### config.mk
export PLATFORM = sky130hd
export DESIGN_NAME = coc_comparator_output_control
export DESIGN_NICKNAME = d
export VERILOG_FILES = /design/src/coc_pkg.sv /design/src/coc_comparator_output_control.sv
export SDC_FILE = /design/constraint.sdc
export NUM_CORES = 1
export LEC_CHECK = 0
export BUFFER_PORTS_ARGS = -buffer_cell sky130_fd_sc_hd__buf_2
export CAP_MARGIN = 5
export CORE_MARGIN = 2
export CORE_UTILIZATION = 49
export CTS_CLUSTER_SIZE = 40
export DETAILED_ROUTE_END_ITERATION = 8
export GPL_TIMING_DRIVEN = 0
export MAX_ROUTING_LAYER = met4
export PLACE_DENSITY = 0.8
export REMOVE_ABC_BUFFERS = 1
export SYNTH_ARGS = -nofsm -noshare
export SYNTH_HDL_FRONTEND = slang
export SYNTH_SLANG_ARGS = --single-unit
export TNS_END_PERCENT = 1
### constraint.sdc
create_clock -name ref_clk -period 2.05 [get_ports ref_clk]
set_clock_uncertainty 0.05 [all_clocks]
set_input_delay 0.41 -clock ref_clk [delete_from_list [all_inputs] [get_ports ref_clk]]
set_output_delay 0.41 -clock ref_clk [all_outputs]
set_load 0.02 [all_outputs]
### src/coc_pkg.sv
package coc_pkg;

    // clock and zero latency filter timing
    localparam int unsigned CLK_HZ        = 40_000_000;
    localparam int unsigned FILT_HOLD_NS  = 20;
    // longest time: rounds down, but never below one cycle
    localparam int unsigned FILT_HOLD_RAW =
        (FILT_HOLD_NS * (CLK_HZ / 1_000_000)) / 1000;
    localparam int unsigned FILT_HOLD_CYC =
        (FILT_HOLD_RAW < 1) ? 1 : FILT_HOLD_RAW;

    // register byte offsets on the bus
    localparam logic [5:0] OFS_CTRL0_BASE = 6'h00;
    localparam logic [5:0] OFS_CTRL1_BASE = 6'h04;
    localparam logic [5:0] OFS_CMP_STRIDE = 6'h08;
    localparam logic [5:0] OFS_MIRROR     = 6'h10;
    localparam logic [5:0] OFS_IRQ_FLAG   = 6'h14;
    localparam logic [5:0] OFS_ANALOG_PIN_SEL      = 6'h18;
    localparam logic [5:0] OFS_PORT       = 6'h1C;

    // primary control fields
    localparam int unsigned B_EN    = 7;
    localparam int unsigned B_RES   = 6;
    localparam int unsigned B_INV   = 4;
    localparam int unsigned B_FILT  = 3;
    localparam int unsigned B_SPEED = 2;
    localparam int unsigned B_HYS   = 1;
    localparam int unsigned B_SYNC  = 0;
    localparam logic [7:0]  CTRL0_RST   = 8'h04;
    localparam logic [7:0]  CTRL0_WMASK = 8'h9F;

    // secondary control fields
    localparam int unsigned B_RISE   = 7;
    localparam int unsigned B_FALL   = 6;
    localparam int unsigned PSEL_LSB = 3;
    localparam int unsigned NSEL_LSB = 0;
    localparam int unsigned SEL_W    = 3;
    localparam logic [7:0]  CTRL1_RST = 8'h00;

endpackage

### src/coc_comparator_output_control.sv
`timescale 1ns/10ps
module coc_comparator_output_control
    import coc_pkg::*;
#(
    parameter int unsigned NUM_CMP = 2,
    parameter int unsigned PORT_W  = 8
) (
    input  wire logic                     ref_clk,
    input  wire logic                     resetn,
    input  wire logic [5:0]               avs_address,
    input  wire logic                     avs_read,
    input  wire logic                     avs_write,
    input  wire logic [31:0]              avs_writedata,
    output logic      [31:0]              avs_readdata,
    output logic                          avs_waitrequest,
    input  wire logic [NUM_CMP-1:0]       cmp_raw,
    input  wire logic                     gate_tmr_clk,
    input  wire logic [PORT_W-1:0]        port_pins,
    output logic      [NUM_CMP-1:0]       cmp_out_ext,
    output logic      [NUM_CMP-1:0]       cmp_irq_flag,
    output logic      [NUM_CMP-1:0]       cmp_power_en,
    output logic      [NUM_CMP-1:0]       cmp_inputs_connect,
    output logic      [NUM_CMP-1:0]       cmp_speed_fast,
    output logic      [NUM_CMP-1:0]       cmp_hyst_en,
    output logic      [NUM_CMP*SEL_W-1:0] pos_input_sel,
    output logic      [NUM_CMP*SEL_W-1:0] neg_input_sel,
    output logic      [PORT_W-1:0]        analog_pin_sel
);

    localparam int unsigned FCW = $clog2(FILT_HOLD_CYC + 1);
    localparam logic [FCW-1:0] FILT_LOAD = FCW'(FILT_HOLD_CYC);

    // the register map has room for two comparators and a port up to 32 bits wide
    initial begin
        if (NUM_CMP < 1 || NUM_CMP > 2)
            $error("NUM_CMP must be 1 or 2");
        if (PORT_W < 1 || PORT_W > 32)
            $error("PORT_W must be 1 to 32");
    end

    function automatic logic [5:0] cmp_ofs(input logic [5:0] base,
                                           input int unsigned idx);
        cmp_ofs = base + 6'(idx) * OFS_CMP_STRIDE;
    endfunction

    // bus slave state
    logic              ack_q;
    logic              ack_d;
    logic [31:0]       rdata_q;
    logic [31:0]       rdata_d;

    // per comparator state
    logic [7:0]        ctrl0_q [NUM_CMP];
    logic [7:0]        ctrl0_d [NUM_CMP];
    logic [7:0]        ctrl1_q [NUM_CMP];
    logic [7:0]        ctrl1_d [NUM_CMP];
    logic [FCW-1:0]    fcnt_q  [NUM_CMP];
    logic [FCW-1:0]    fcnt_d  [NUM_CMP];
    logic [NUM_CMP-1:0] filt_q;
    logic [NUM_CMP-1:0] filt_d;
    logic [NUM_CMP-1:0] res_q;
    logic [NUM_CMP-1:0] res_d;
    logic [NUM_CMP-1:0] prev_q;
    logic [NUM_CMP-1:0] prev_d;
    logic [NUM_CMP-1:0] sync_q;
    logic [NUM_CMP-1:0] sync_d;
    logic [NUM_CMP-1:0] flag_q;
    logic [NUM_CMP-1:0] flag_d;
    logic [NUM_CMP-1:0] res_now;
    logic              tmr_prev_q;
    logic              tmr_prev_d;
    logic [PORT_W-1:0] analog_pin_sel_q;
    logic [PORT_W-1:0] analog_pin_sel_d;

    logic              req;
    logic              wr_go;
    logic              tmr_fall;

    // one wait state on every access; the write lands when waitrequest drops
    assign req             = avs_read | avs_write;
    assign avs_waitrequest = req & ~ack_q;
    assign wr_go           = avs_write & ack_q;
    assign avs_readdata    = rdata_q;
    // prescaled gate timer clock, sampled; capture on its falling edge
    assign tmr_fall        = tmr_prev_q & ~gate_tmr_clk;

    always_comb begin
        ack_d      = req & ~ack_q;
        tmr_prev_d = gate_tmr_clk;
        analog_pin_sel_d    = analog_pin_sel_q;
        if (wr_go && avs_address == OFS_ANALOG_PIN_SEL)
            analog_pin_sel_d = avs_writedata[PORT_W-1:0];
        filt_d  = filt_q;
        res_d   = res_q;
        prev_d  = prev_q;
        sync_d  = sync_q;
        flag_d  = flag_q;
        res_now = '0;
        for (int i = 0; i < NUM_CMP; i++) begin
            logic gated;
            logic fnow;
            logic rise;
            logic fall;
            logic set;
            logic clr;
            gated = 1'b0;
            fnow  = 1'b0;
            rise  = 1'b0;
            fall  = 1'b0;
            set   = 1'b0;
            clr   = 1'b0;
            ctrl0_d[i] = ctrl0_q[i];
            ctrl1_d[i] = ctrl1_q[i];
            fcnt_d[i]  = fcnt_q[i];
            if (wr_go && avs_address == cmp_ofs(OFS_CTRL0_BASE, i))
                ctrl0_d[i] = avs_writedata[7:0] & CTRL0_WMASK;
            if (wr_go && avs_address == cmp_ofs(OFS_CTRL1_BASE, i))
                ctrl1_d[i] = avs_writedata[7:0];
            // a disabled comparator reads low before inversion, so
            // toggling enable or invert still moves the result
            gated = cmp_raw[i] & ctrl0_q[i][B_EN];
            // zero latency: a change passes at once, its reversal is held
            if (ctrl0_q[i][B_FILT] && fcnt_q[i] != '0)
                fnow = filt_q[i];
            else
                fnow = gated;
            filt_d[i] = fnow;
            if (fnow != filt_q[i])
                fcnt_d[i] = FILT_LOAD;
            else if (fcnt_q[i] != '0)
                fcnt_d[i] = fcnt_q[i] - 1'b1;
            res_now[i] = fnow ^ ctrl0_q[i][B_INV];
            res_d[i]   = res_now[i];
            prev_d[i]  = res_q[i];
            if (tmr_fall)
                sync_d[i] = res_now[i];
            rise = res_q[i] & ~prev_q[i];
            fall = ~res_q[i] & prev_q[i];
            set  = (rise & ctrl1_q[i][B_RISE]) |
                   (fall & ctrl1_q[i][B_FALL]);
            clr  = wr_go && avs_address == OFS_IRQ_FLAG &&
                   avs_writedata[i];
            // a new edge wins over the clearing write
            flag_d[i] = set | (flag_q[i] & ~clr);
        end
    end

    // read data is captured in the first cycle and stands at the ack edge
    always_comb begin
        rdata_d = rdata_q;
        if (avs_read && !ack_q) begin
            rdata_d = 32'h0000_0000;
            if (avs_address == OFS_MIRROR)
                rdata_d[NUM_CMP-1:0] = res_q;
            else if (avs_address == OFS_IRQ_FLAG)
                rdata_d[NUM_CMP-1:0] = flag_q;
            else if (avs_address == OFS_ANALOG_PIN_SEL)
                rdata_d[PORT_W-1:0] = analog_pin_sel_q;
            else if (avs_address == OFS_PORT)
                rdata_d[PORT_W-1:0] = port_pins & ~analog_pin_sel_q;
            for (int i = 0; i < NUM_CMP; i++) begin
                if (avs_address == cmp_ofs(OFS_CTRL0_BASE, i)) begin
                    rdata_d[7:0]   = ctrl0_q[i];
                    rdata_d[B_RES] = res_q[i];
                end
                if (avs_address == cmp_ofs(OFS_CTRL1_BASE, i))
                    rdata_d[7:0] = ctrl1_q[i];
            end
        end
    end

    always_ff @(posedge ref_clk or negedge resetn) begin
        if (!resetn) begin
            ack_q      <= 1'b0;
            rdata_q    <= 32'h0000_0000;
            tmr_prev_q <= 1'b0;
            analog_pin_sel_q    <= '1;
            filt_q     <= '0;
            res_q      <= '0;
            prev_q     <= '0;
            sync_q     <= '0;
            flag_q     <= '0;
            for (int i = 0; i < NUM_CMP; i++) begin
                ctrl0_q[i] <= CTRL0_RST;
                ctrl1_q[i] <= CTRL1_RST;
                fcnt_q[i]  <= '0;
            end
        end else begin
            ack_q      <= ack_d;
            rdata_q    <= rdata_d;
            tmr_prev_q <= tmr_prev_d;
            analog_pin_sel_q    <= analog_pin_sel_d;
            filt_q     <= filt_d;
            res_q      <= res_d;
            prev_q     <= prev_d;
            sync_q     <= sync_d;
            flag_q     <= flag_d;
            for (int i = 0; i < NUM_CMP; i++) begin
                ctrl0_q[i] <= ctrl0_d[i];
                ctrl1_q[i] <= ctrl1_d[i];
                fcnt_q[i]  <= fcnt_d[i];
            end
        end
    end

    // static controls to the analog side and the conditioned outputs
    genvar g;
    generate
        for (g = 0; g < NUM_CMP; g++) begin : g_out
            // the gate timer samples on its rising edge, away from capture
            assign cmp_out_ext[g] = ctrl0_q[g][B_SYNC] ?
                                    sync_q[g] : res_now[g];
            assign cmp_power_en[g]       = ctrl0_q[g][B_EN];
            assign cmp_inputs_connect[g] = ctrl0_q[g][B_EN];
            assign cmp_speed_fast[g]     = ctrl0_q[g][B_SPEED];
            assign cmp_hyst_en[g]        = ctrl0_q[g][B_HYS];
            assign pos_input_sel[g*SEL_W +: SEL_W] =
                ctrl1_q[g][PSEL_LSB +: SEL_W];
            assign neg_input_sel[g*SEL_W +: SEL_W] =
                ctrl1_q[g][NSEL_LSB +: SEL_W];
        end
    endgenerate

    assign cmp_irq_flag   = flag_q;
    assign analog_pin_sel = analog_pin_sel_q;

endmodule

==> results.py, run 1 <==
metrics = {
    "floorplan": {
        "fp-row-count": 29,
        "die_y_um": 84.1,
        "core_mm2": 0.00628,
        "start_util_pct": 50.1,
        "io_pins": 118,
        "die_w_um": 84.1,
        "die_area_mm2": 0.00707,
    },
    "grt": {
        "gr-usage-met2_pct": 33.6,
        "antenna_found_initial": 0,
        "grt_use_met3_pct": 5.04,
        "track_usage_pct": 21.5,
        "grt_max_degree": 59,
        "first_global_vias": 2296,
        "grt.overflow.total": 0,
        "busiest_layer": "met2",
        "grt_pass1_wl_um": 11500,
        "grt_use_met1_pct": 28.0,
    },
    "setup_path": {
        "crit_type": "flip-flop to primary output",
        "cp_slowest_cell": "dfrtp_1",
        "path_max_fanout": 3,
        "crit_path_cell_trace": "nand2_2 -> a21oi_4 -> a31oi_4 -> xnor2_2 -> mux2_4 -> buf_6",
        "critPathArrivalTime_ps": 1660,
        "critPathLaunchType": "flip-flop",
        "cp_num_buf_inv": 1,
        "slowest_delay_ps": 420,
        "cp-end-kind": "primary output",
        "crit_family": "flip-flops",
        "cp.required_ps": 1590,
    },
    "drt": {
        "vias_per_cell": 5.42,
        "drc": 0,
        "ant_nets": 0,
        "first_iter_violations": 129,
        "routed_wirelength_um": 7380,
        "wl_per_cell_um": 16.9,
        "drt-pass1-iter-count": 4,
        "vias": 2362,
    },
    "power_and_ir_drop": {
        "p_sw_share_pct": 29.1,
        "seqPwrFrac_pct": 46.7,
        "powerDensity_mw_per_mm2": 784,
        "internal-power_uw": 2040,
        "total_power_uw": 2880,
        "p_clk_share_pct": 35.8,
        "combPwrFrac_pct": 17.5,
        "p_leak_uw": 0.00183,
        "power.switching_uw": 839,
        "irDropWorstVdd_mv": 0.402,
    },
    "final_layout": {
        "utilization_pct": 58.6,
        "layout_commonest_cell": "buf_2",
        "final_cells": 436,
        "synthToLayoutAreaGrowth_pct": 17.1,
        "layout_common_cells": "buf_2 (66), dfrtp_1 (45), mux2_2 (27)",
        "finalNetCount": 407,
        "drive_gt1_share_pct": 43.5,
        "final_area_mm2": 0.00368,
        "num_antenna_cells": 0,
    },
    "timing": {
        "max_freq_mhz": 471,
        "hold_slack_ps": 84.1,
        "period_needed_ps": 2120,
        "drv_slew": 0,
        "finalSetupViolCount": 2,
        "period_share_pct": 103,
        "rsz0062_at_grt": "yes",
        "worst_slew_pin_slew_ps": 783,
        "hold_viol_final": 0,
        "setup_ws_ps": -71.0,
        "relSlewSlack_pct": 47.8,
    },
    "clock_network": {
        "root_buffer": "clkbuf_8",
        "clock_latency_ps": 330,
        "clk_pin_slew_ps": 60,
        "cts_buffer_depth": 2,
        "postCtsHoldBufs": 0,
        "cts_tree": "yes",
        "cts_buffers": 9,
        "clock-sinks": 58,
        "htreeDepth": 3,
    },
    "run_status": {
        "failed_checks": "setup timing",
        "status": "complete, but fails checks",
    },
    "yosys": {
        "synthCells": 295,
        "yosysUniqueCellTypes": 42,
        "synth_area_per_cell_um2": 10.7,
        "synth-seq-cells": 58,
        "yosysWarnings": 0,
        "ys_seq_area_share_pct": 46.6,
        "netlist_area_mm2": 0.00314,
    },
    "placed_design": {
        "place_congestion": 0.822,
        "post-dp-hpwl_um": 4920,
        "dp_cells": 410,
        "placed_area_mm2": 0.00329,
        "port_buffers": 69,
    },
    "hold_path": {
        "hp-class": "input port to asynchronous set/reset pin",
    },
    "flow_run": {
        "cap_viol_max_count": 0,
    },
}
power by group through the flow:
stage,logic [uW],clock network [uW],registers [uW]
floorplan,215,0,1410
global placement,451,0,1350
detailed placement,463,0,1350
CTS,497,1040,1340
global route,543,1110,1360
finish,505,1030,1350
path summary, 6_finish.rpt:
path                                       start                    end  slack [ps]  cells after the start
min reg2reg                            prev_d[1]              prev_q[1]         390                      0
max reg2reg                                ack_q  cmp_inputs_connect[1]         290                      3
max in group asynchronous                 resetn             ctrl0_q[3]        1340                      1
min                                       resetn        avs_readdata[1]          80                      1
min in group ref_clk                gate_tmr_clk             tmr_prev_q         160                      1
max                        cmp_inputs_connect[0]         cmp_out_ext[0]         -70                      6
metal layers:
| layer | wire [um] | part of all wire, % |
|---|---|---|
| met5 | 0 | 0 |
| met3 | 493 | 6.7 |
| met2 | 3560 | 48 |
| met1 | 3230 | 44 |
| met4 | 92 | 1.2 |
cell families after synthesis:
| group | after synthesis | share of synthesized area (%) |
|---|---|---|
| AND/OR/NAND/NOR | 72 | 13.1 |
| flip-flops | 58 | 46.6 |
| other | 1 | 0.119 |
| XOR/XNOR | 4 | 1.11 |
| AO/OA/AOI/OAI | 57 | 10.5 |
| multiplexers | 43 | 15.8 |
| buffers and inverters | 60 | 12.8 |
synthesized netlist by cell type, drive strengths merged:
master | number | area share [%]
a211oi | 4 | 0.96
a21oi | 17 | 2.7
a222oi | 2 | 0.64
a22oi | 1 | 0.24
a31oi | 6 | 1.2
and2 | 1 | 0.20
buf | 48 | 11
clkbuf | 6 | 0.72
conb | 1 | 0.12
dfrtp | 48 | 38
dfstp | 10 | 8.4
inv | 6 | 0.72
mux2 | 34 | 13
mux2i | 9 | 2.9
nand2 | 24 | 2.9
nand2b | 11 | 2.4
nand3 | 1 | 0.16
nand3b | 5 | 1.3
nand4 | 1 | 0.40
nor2 | 5 | 0.60
nor2b | 4 | 0.80
nor3 | 12 | 2.4
nor3b | 2 | 0.48
nor4b | 1 | 0.28
o211ai | 2 | 0.48
o21ai | 20 | 3.2
o221ai | 2 | 0.56
o22ai | 3 | 0.60
or2 | 2 | 0.40
or3 | 1 | 0.20
or3b | 1 | 0.28
or4b | 1 | 0.32
xnor2 | 2 | 0.56
xor2 | 2 | 0.56
cell type report:
| class | count | area [um2] |
|---|---|---|
| clock buffers | 13 | 149 |
| flip-flops and latches | 58 | 1470 |
| fillers | 548 | 2600 |
| clock inverters | 3 | 40.0 |
| multi-input cells | 200 | 1470 |
| repair buffers | 79 | 435 |
| well taps | 77 | 96.3 |
| inverters | 6 | 22.5 |
sequential cells by signal, summed over array words and instances (netlist names):
name                flops
avs_readdata            8
prev_q                  2
cmp_inputs_connect      2
ctrl0_q                 6
ctrl1_q                 4
pos_input_sel           6
prev_d                  2
tmr_prev_q              1
ack_q                   1
neg_input_sel           6
cmp_hyst_en             2
fcnt_q                  2
cmp_irq_flag            2
cmp_speed_fast          2
sync_q                  2
filt_q                  2
analog_pin_sel          8
per-stage QoR:
step	setup slack (ps)	setup TNS (ps)
floorplan	-10.5	-62.8
detailed placement	-688	-19170
global placement	-672	-16840
finish	-71.0	-108
CTS	-70.6	-133
global route	-130	-256
repair_timing:
item | CTS | global route
cloned | 0 | 0
setup buffers | 10 | 0
endpoints found under the setup margin | 28 | 14
gates resized for setup | 14 | 12
pin swaps | 2 | 3
endpoints found under the hold margin | 0 | 0
(Power assumes the default switching activity.)
==> run 2: changes to the inputs <==
Clock period 2.05 ns to 2.1 ns, I/O delays scaled along.
==> run 2 against run 1 <==
Effect of this change: the run still ends with setup timing left; final cell count stayed put; first-iteration DRC count is 20% higher; global-route usage stayed put; flip-flop and latch count stayed put; worst setup slack better by 44 ps; non-clock buffer count stayed put; via count stayed put; register-to-register slack better by 60 ps; routed wire length is 0.14% lower; die area stayed put; critical path type unchanged; largest power group unchanged.
==> results.py, run 2 (synthesized netlist as in run 1, its figures left out) <==
metrics = {
    "timing": {
        "hold_slack_ps": 89.9,
        "period_needed_ps": 2130,
        "rsz0062_at_grt": "yes",
        "drv_slew": 0,
        "setup_ws_ps": -26.8,
        "finalSetupViolCount": 1,
        "worst_slew_pin_slew_ps": 780,
        "max_freq_mhz": 470,
        "period_share_pct": 101,
        "hold_viol_final": 0,
        "relSlewSlack_pct": 48.0,
    },
    "floorplan": {
        "io_pins": 118,
        "start_util_pct": 50.1,
        "die_area_mm2": 0.00707,
        "fp-row-count": 29,
        "core_mm2": 0.00628,
        "die_w_um": 84.1,
        "die_y_um": 84.1,
    },
    "drt": {
        "wl_per_cell_um": 16.9,
        "first_iter_violations": 155,
        "drt-pass1-iter-count": 4,
        "ant_nets": 0,
        "routed_wirelength_um": 7370,
        "drc": 0,
        "vias_per_cell": 5.42,
        "vias": 2362,
    },
    "hold_path": {
        "hp-class": "input port to asynchronous set/reset pin",
    },
    "power_and_ir_drop": {
        "p_leak_uw": 0.00182,
        "total_power_uw": 2820,
        "irDropWorstVdd_mv": 0.392,
        "powerDensity_mw_per_mm2": 766,
    },
    "final_layout": {
        "layout_common_cells": "buf_2 (66), dfrtp_1 (45), mux2_2 (27)",
        "synthToLayoutAreaGrowth_pct": 17.0,
        "drive_gt1_share_pct": 43.5,
        "finalNetCount": 407,
        "layout_commonest_cell": "buf_2",
        "utilization_pct": 58.6,
        "fillers": 549,
        "num_antenna_cells": 0,
    },
    "placed_design": {
        "port_buffers": 69,
        "post-dp-hpwl_um": 4920,
        "place_congestion": 0.822,
    },
    "run_status": {
        "failed_checks": "setup timing",
        "status": "complete, but fails checks",
    },
    "flow_run": {
        "cap_viol_max_count": 0,
    },
    "grt": {
        "grt_max_degree": 59,
        "grt_pass1_wl_um": 11500,
        "first_global_vias": 2296,
        "grt.overflow.total": 0,
        "antenna_found_initial": 0,
        "track_usage_pct": 21.5,
    },
    "setup_path": {
        "critPathLaunchType": "flip-flop",
        "cp_slowest_cell": "dfrtp_1",
        "path_max_fanout": 3,
        "crit_path_cell_trace": "nand2_2 -> a21oi_4 -> a31oi_4 -> xnor2_2 -> mux2_4 -> buf_6",
        "slowest_delay_ps": 420,
        "critPathArrivalTime_ps": 1660,
        "cp-end-kind": "primary output",
        "ff2ff_path_depth": 3,
        "crit_type": "flip-flop to primary output",
        "cp.required_ps": 1630,
    },
    "clock_network": {
        "clk_pin_slew_ps": 60,
        "cts_tree": "yes",
        "postCtsHoldBufs": 0,
        "htreeDepth": 3,
        "clock-sinks": 58,
        "cts_buffer_depth": 2,
        "root_buffer": "clkbuf_8",
        "cts_buffers": 9,
        "clock_latency_ps": 330,
    },
}
[run 2: cell count changes in the layout (fill, tap and decap cells not counted)]
cell,previous run,this run
or2_2,1,2
or2_4,1,0
[run 2: what timing repair did]
| item | 4_1_cts | 5_1_grt |
|---|---|---|
| pin swaps | 2 | 3 |
| gates resized for setup | 14 | 11 |
| buffers inserted | 10 | 0 |
| setup endpoints to repair | 28 | 8 |
[run 2: routing by layer]
layer,track usage (%),up-vias,share of wire [%]
met5,-,-,0
met4,6.60,0,1.4
met3,5.04,13,7.3
met2,33.6,104,48
met1,28.0,1151,43
li1,-,1094,-
[run 2: per-stage QoR]
| stage | instance area [um2] | cells | setup slack, ps | setup TNS, ps |
|---|---|---|---|---|
| global placement | 3290 | 410 | -632 | -15060 |
| global route | 3680 | 436 | -89.6 | -173 |
| finish | 3680 | 436 | -26.8 | -26.8 |
| CTS | 3620 | 436 | -30.6 | -53.2 |
| detailed placement | 3290 | 410 | -648 | -17330 |
| floorplan | 2850 | 264 | 29.5 | 0 |
[run 2: final timing paths]
check	to	from	slack (ps)
max in group asynchronous	ctrl0_q[3]	resetn	1380
hold / removal	avs_readdata[1]	resetn	90
hold reg to reg	prev_q[1]	prev_d[1]	390
setup / recovery	cmp_out_ext[0]	cmp_inputs_connect[0]	-30
setup reg to reg	cmp_inputs_connect[1]	ack_q	350
min in group ref_clk	tmr_prev_q	gate_tmr_clk	170
[run 2: final cells by class]
class	count	area (um2)	share of cell area, %
Sequential cell	58	1470	39.9
Multi-Input combinational cell	200	1470	39.9
Timing Repair Buffer	79	435	11.8
Clock buffer	13	149	4.05
Tap cell	77	96.3	2.62
Clock inverter	3	40.0	1.09
Inverter	6	22.5	0.612
[run 2: critical path, delay by kind of cell (launching register included)]
kind	cells	cell delay [ps]
xor+xnor	1	120
mux	1	290
flops	1	420
buf+inv	1	130
compound gates	2	240
simple gates	1	130
[run 2: where the power goes]
part	switching, uW	internal (uW)	total (uW)
Clock	431	578	1010
Sequential	90.0	1220	1310
Combinational	299	193	492
Total	820	2000	2820
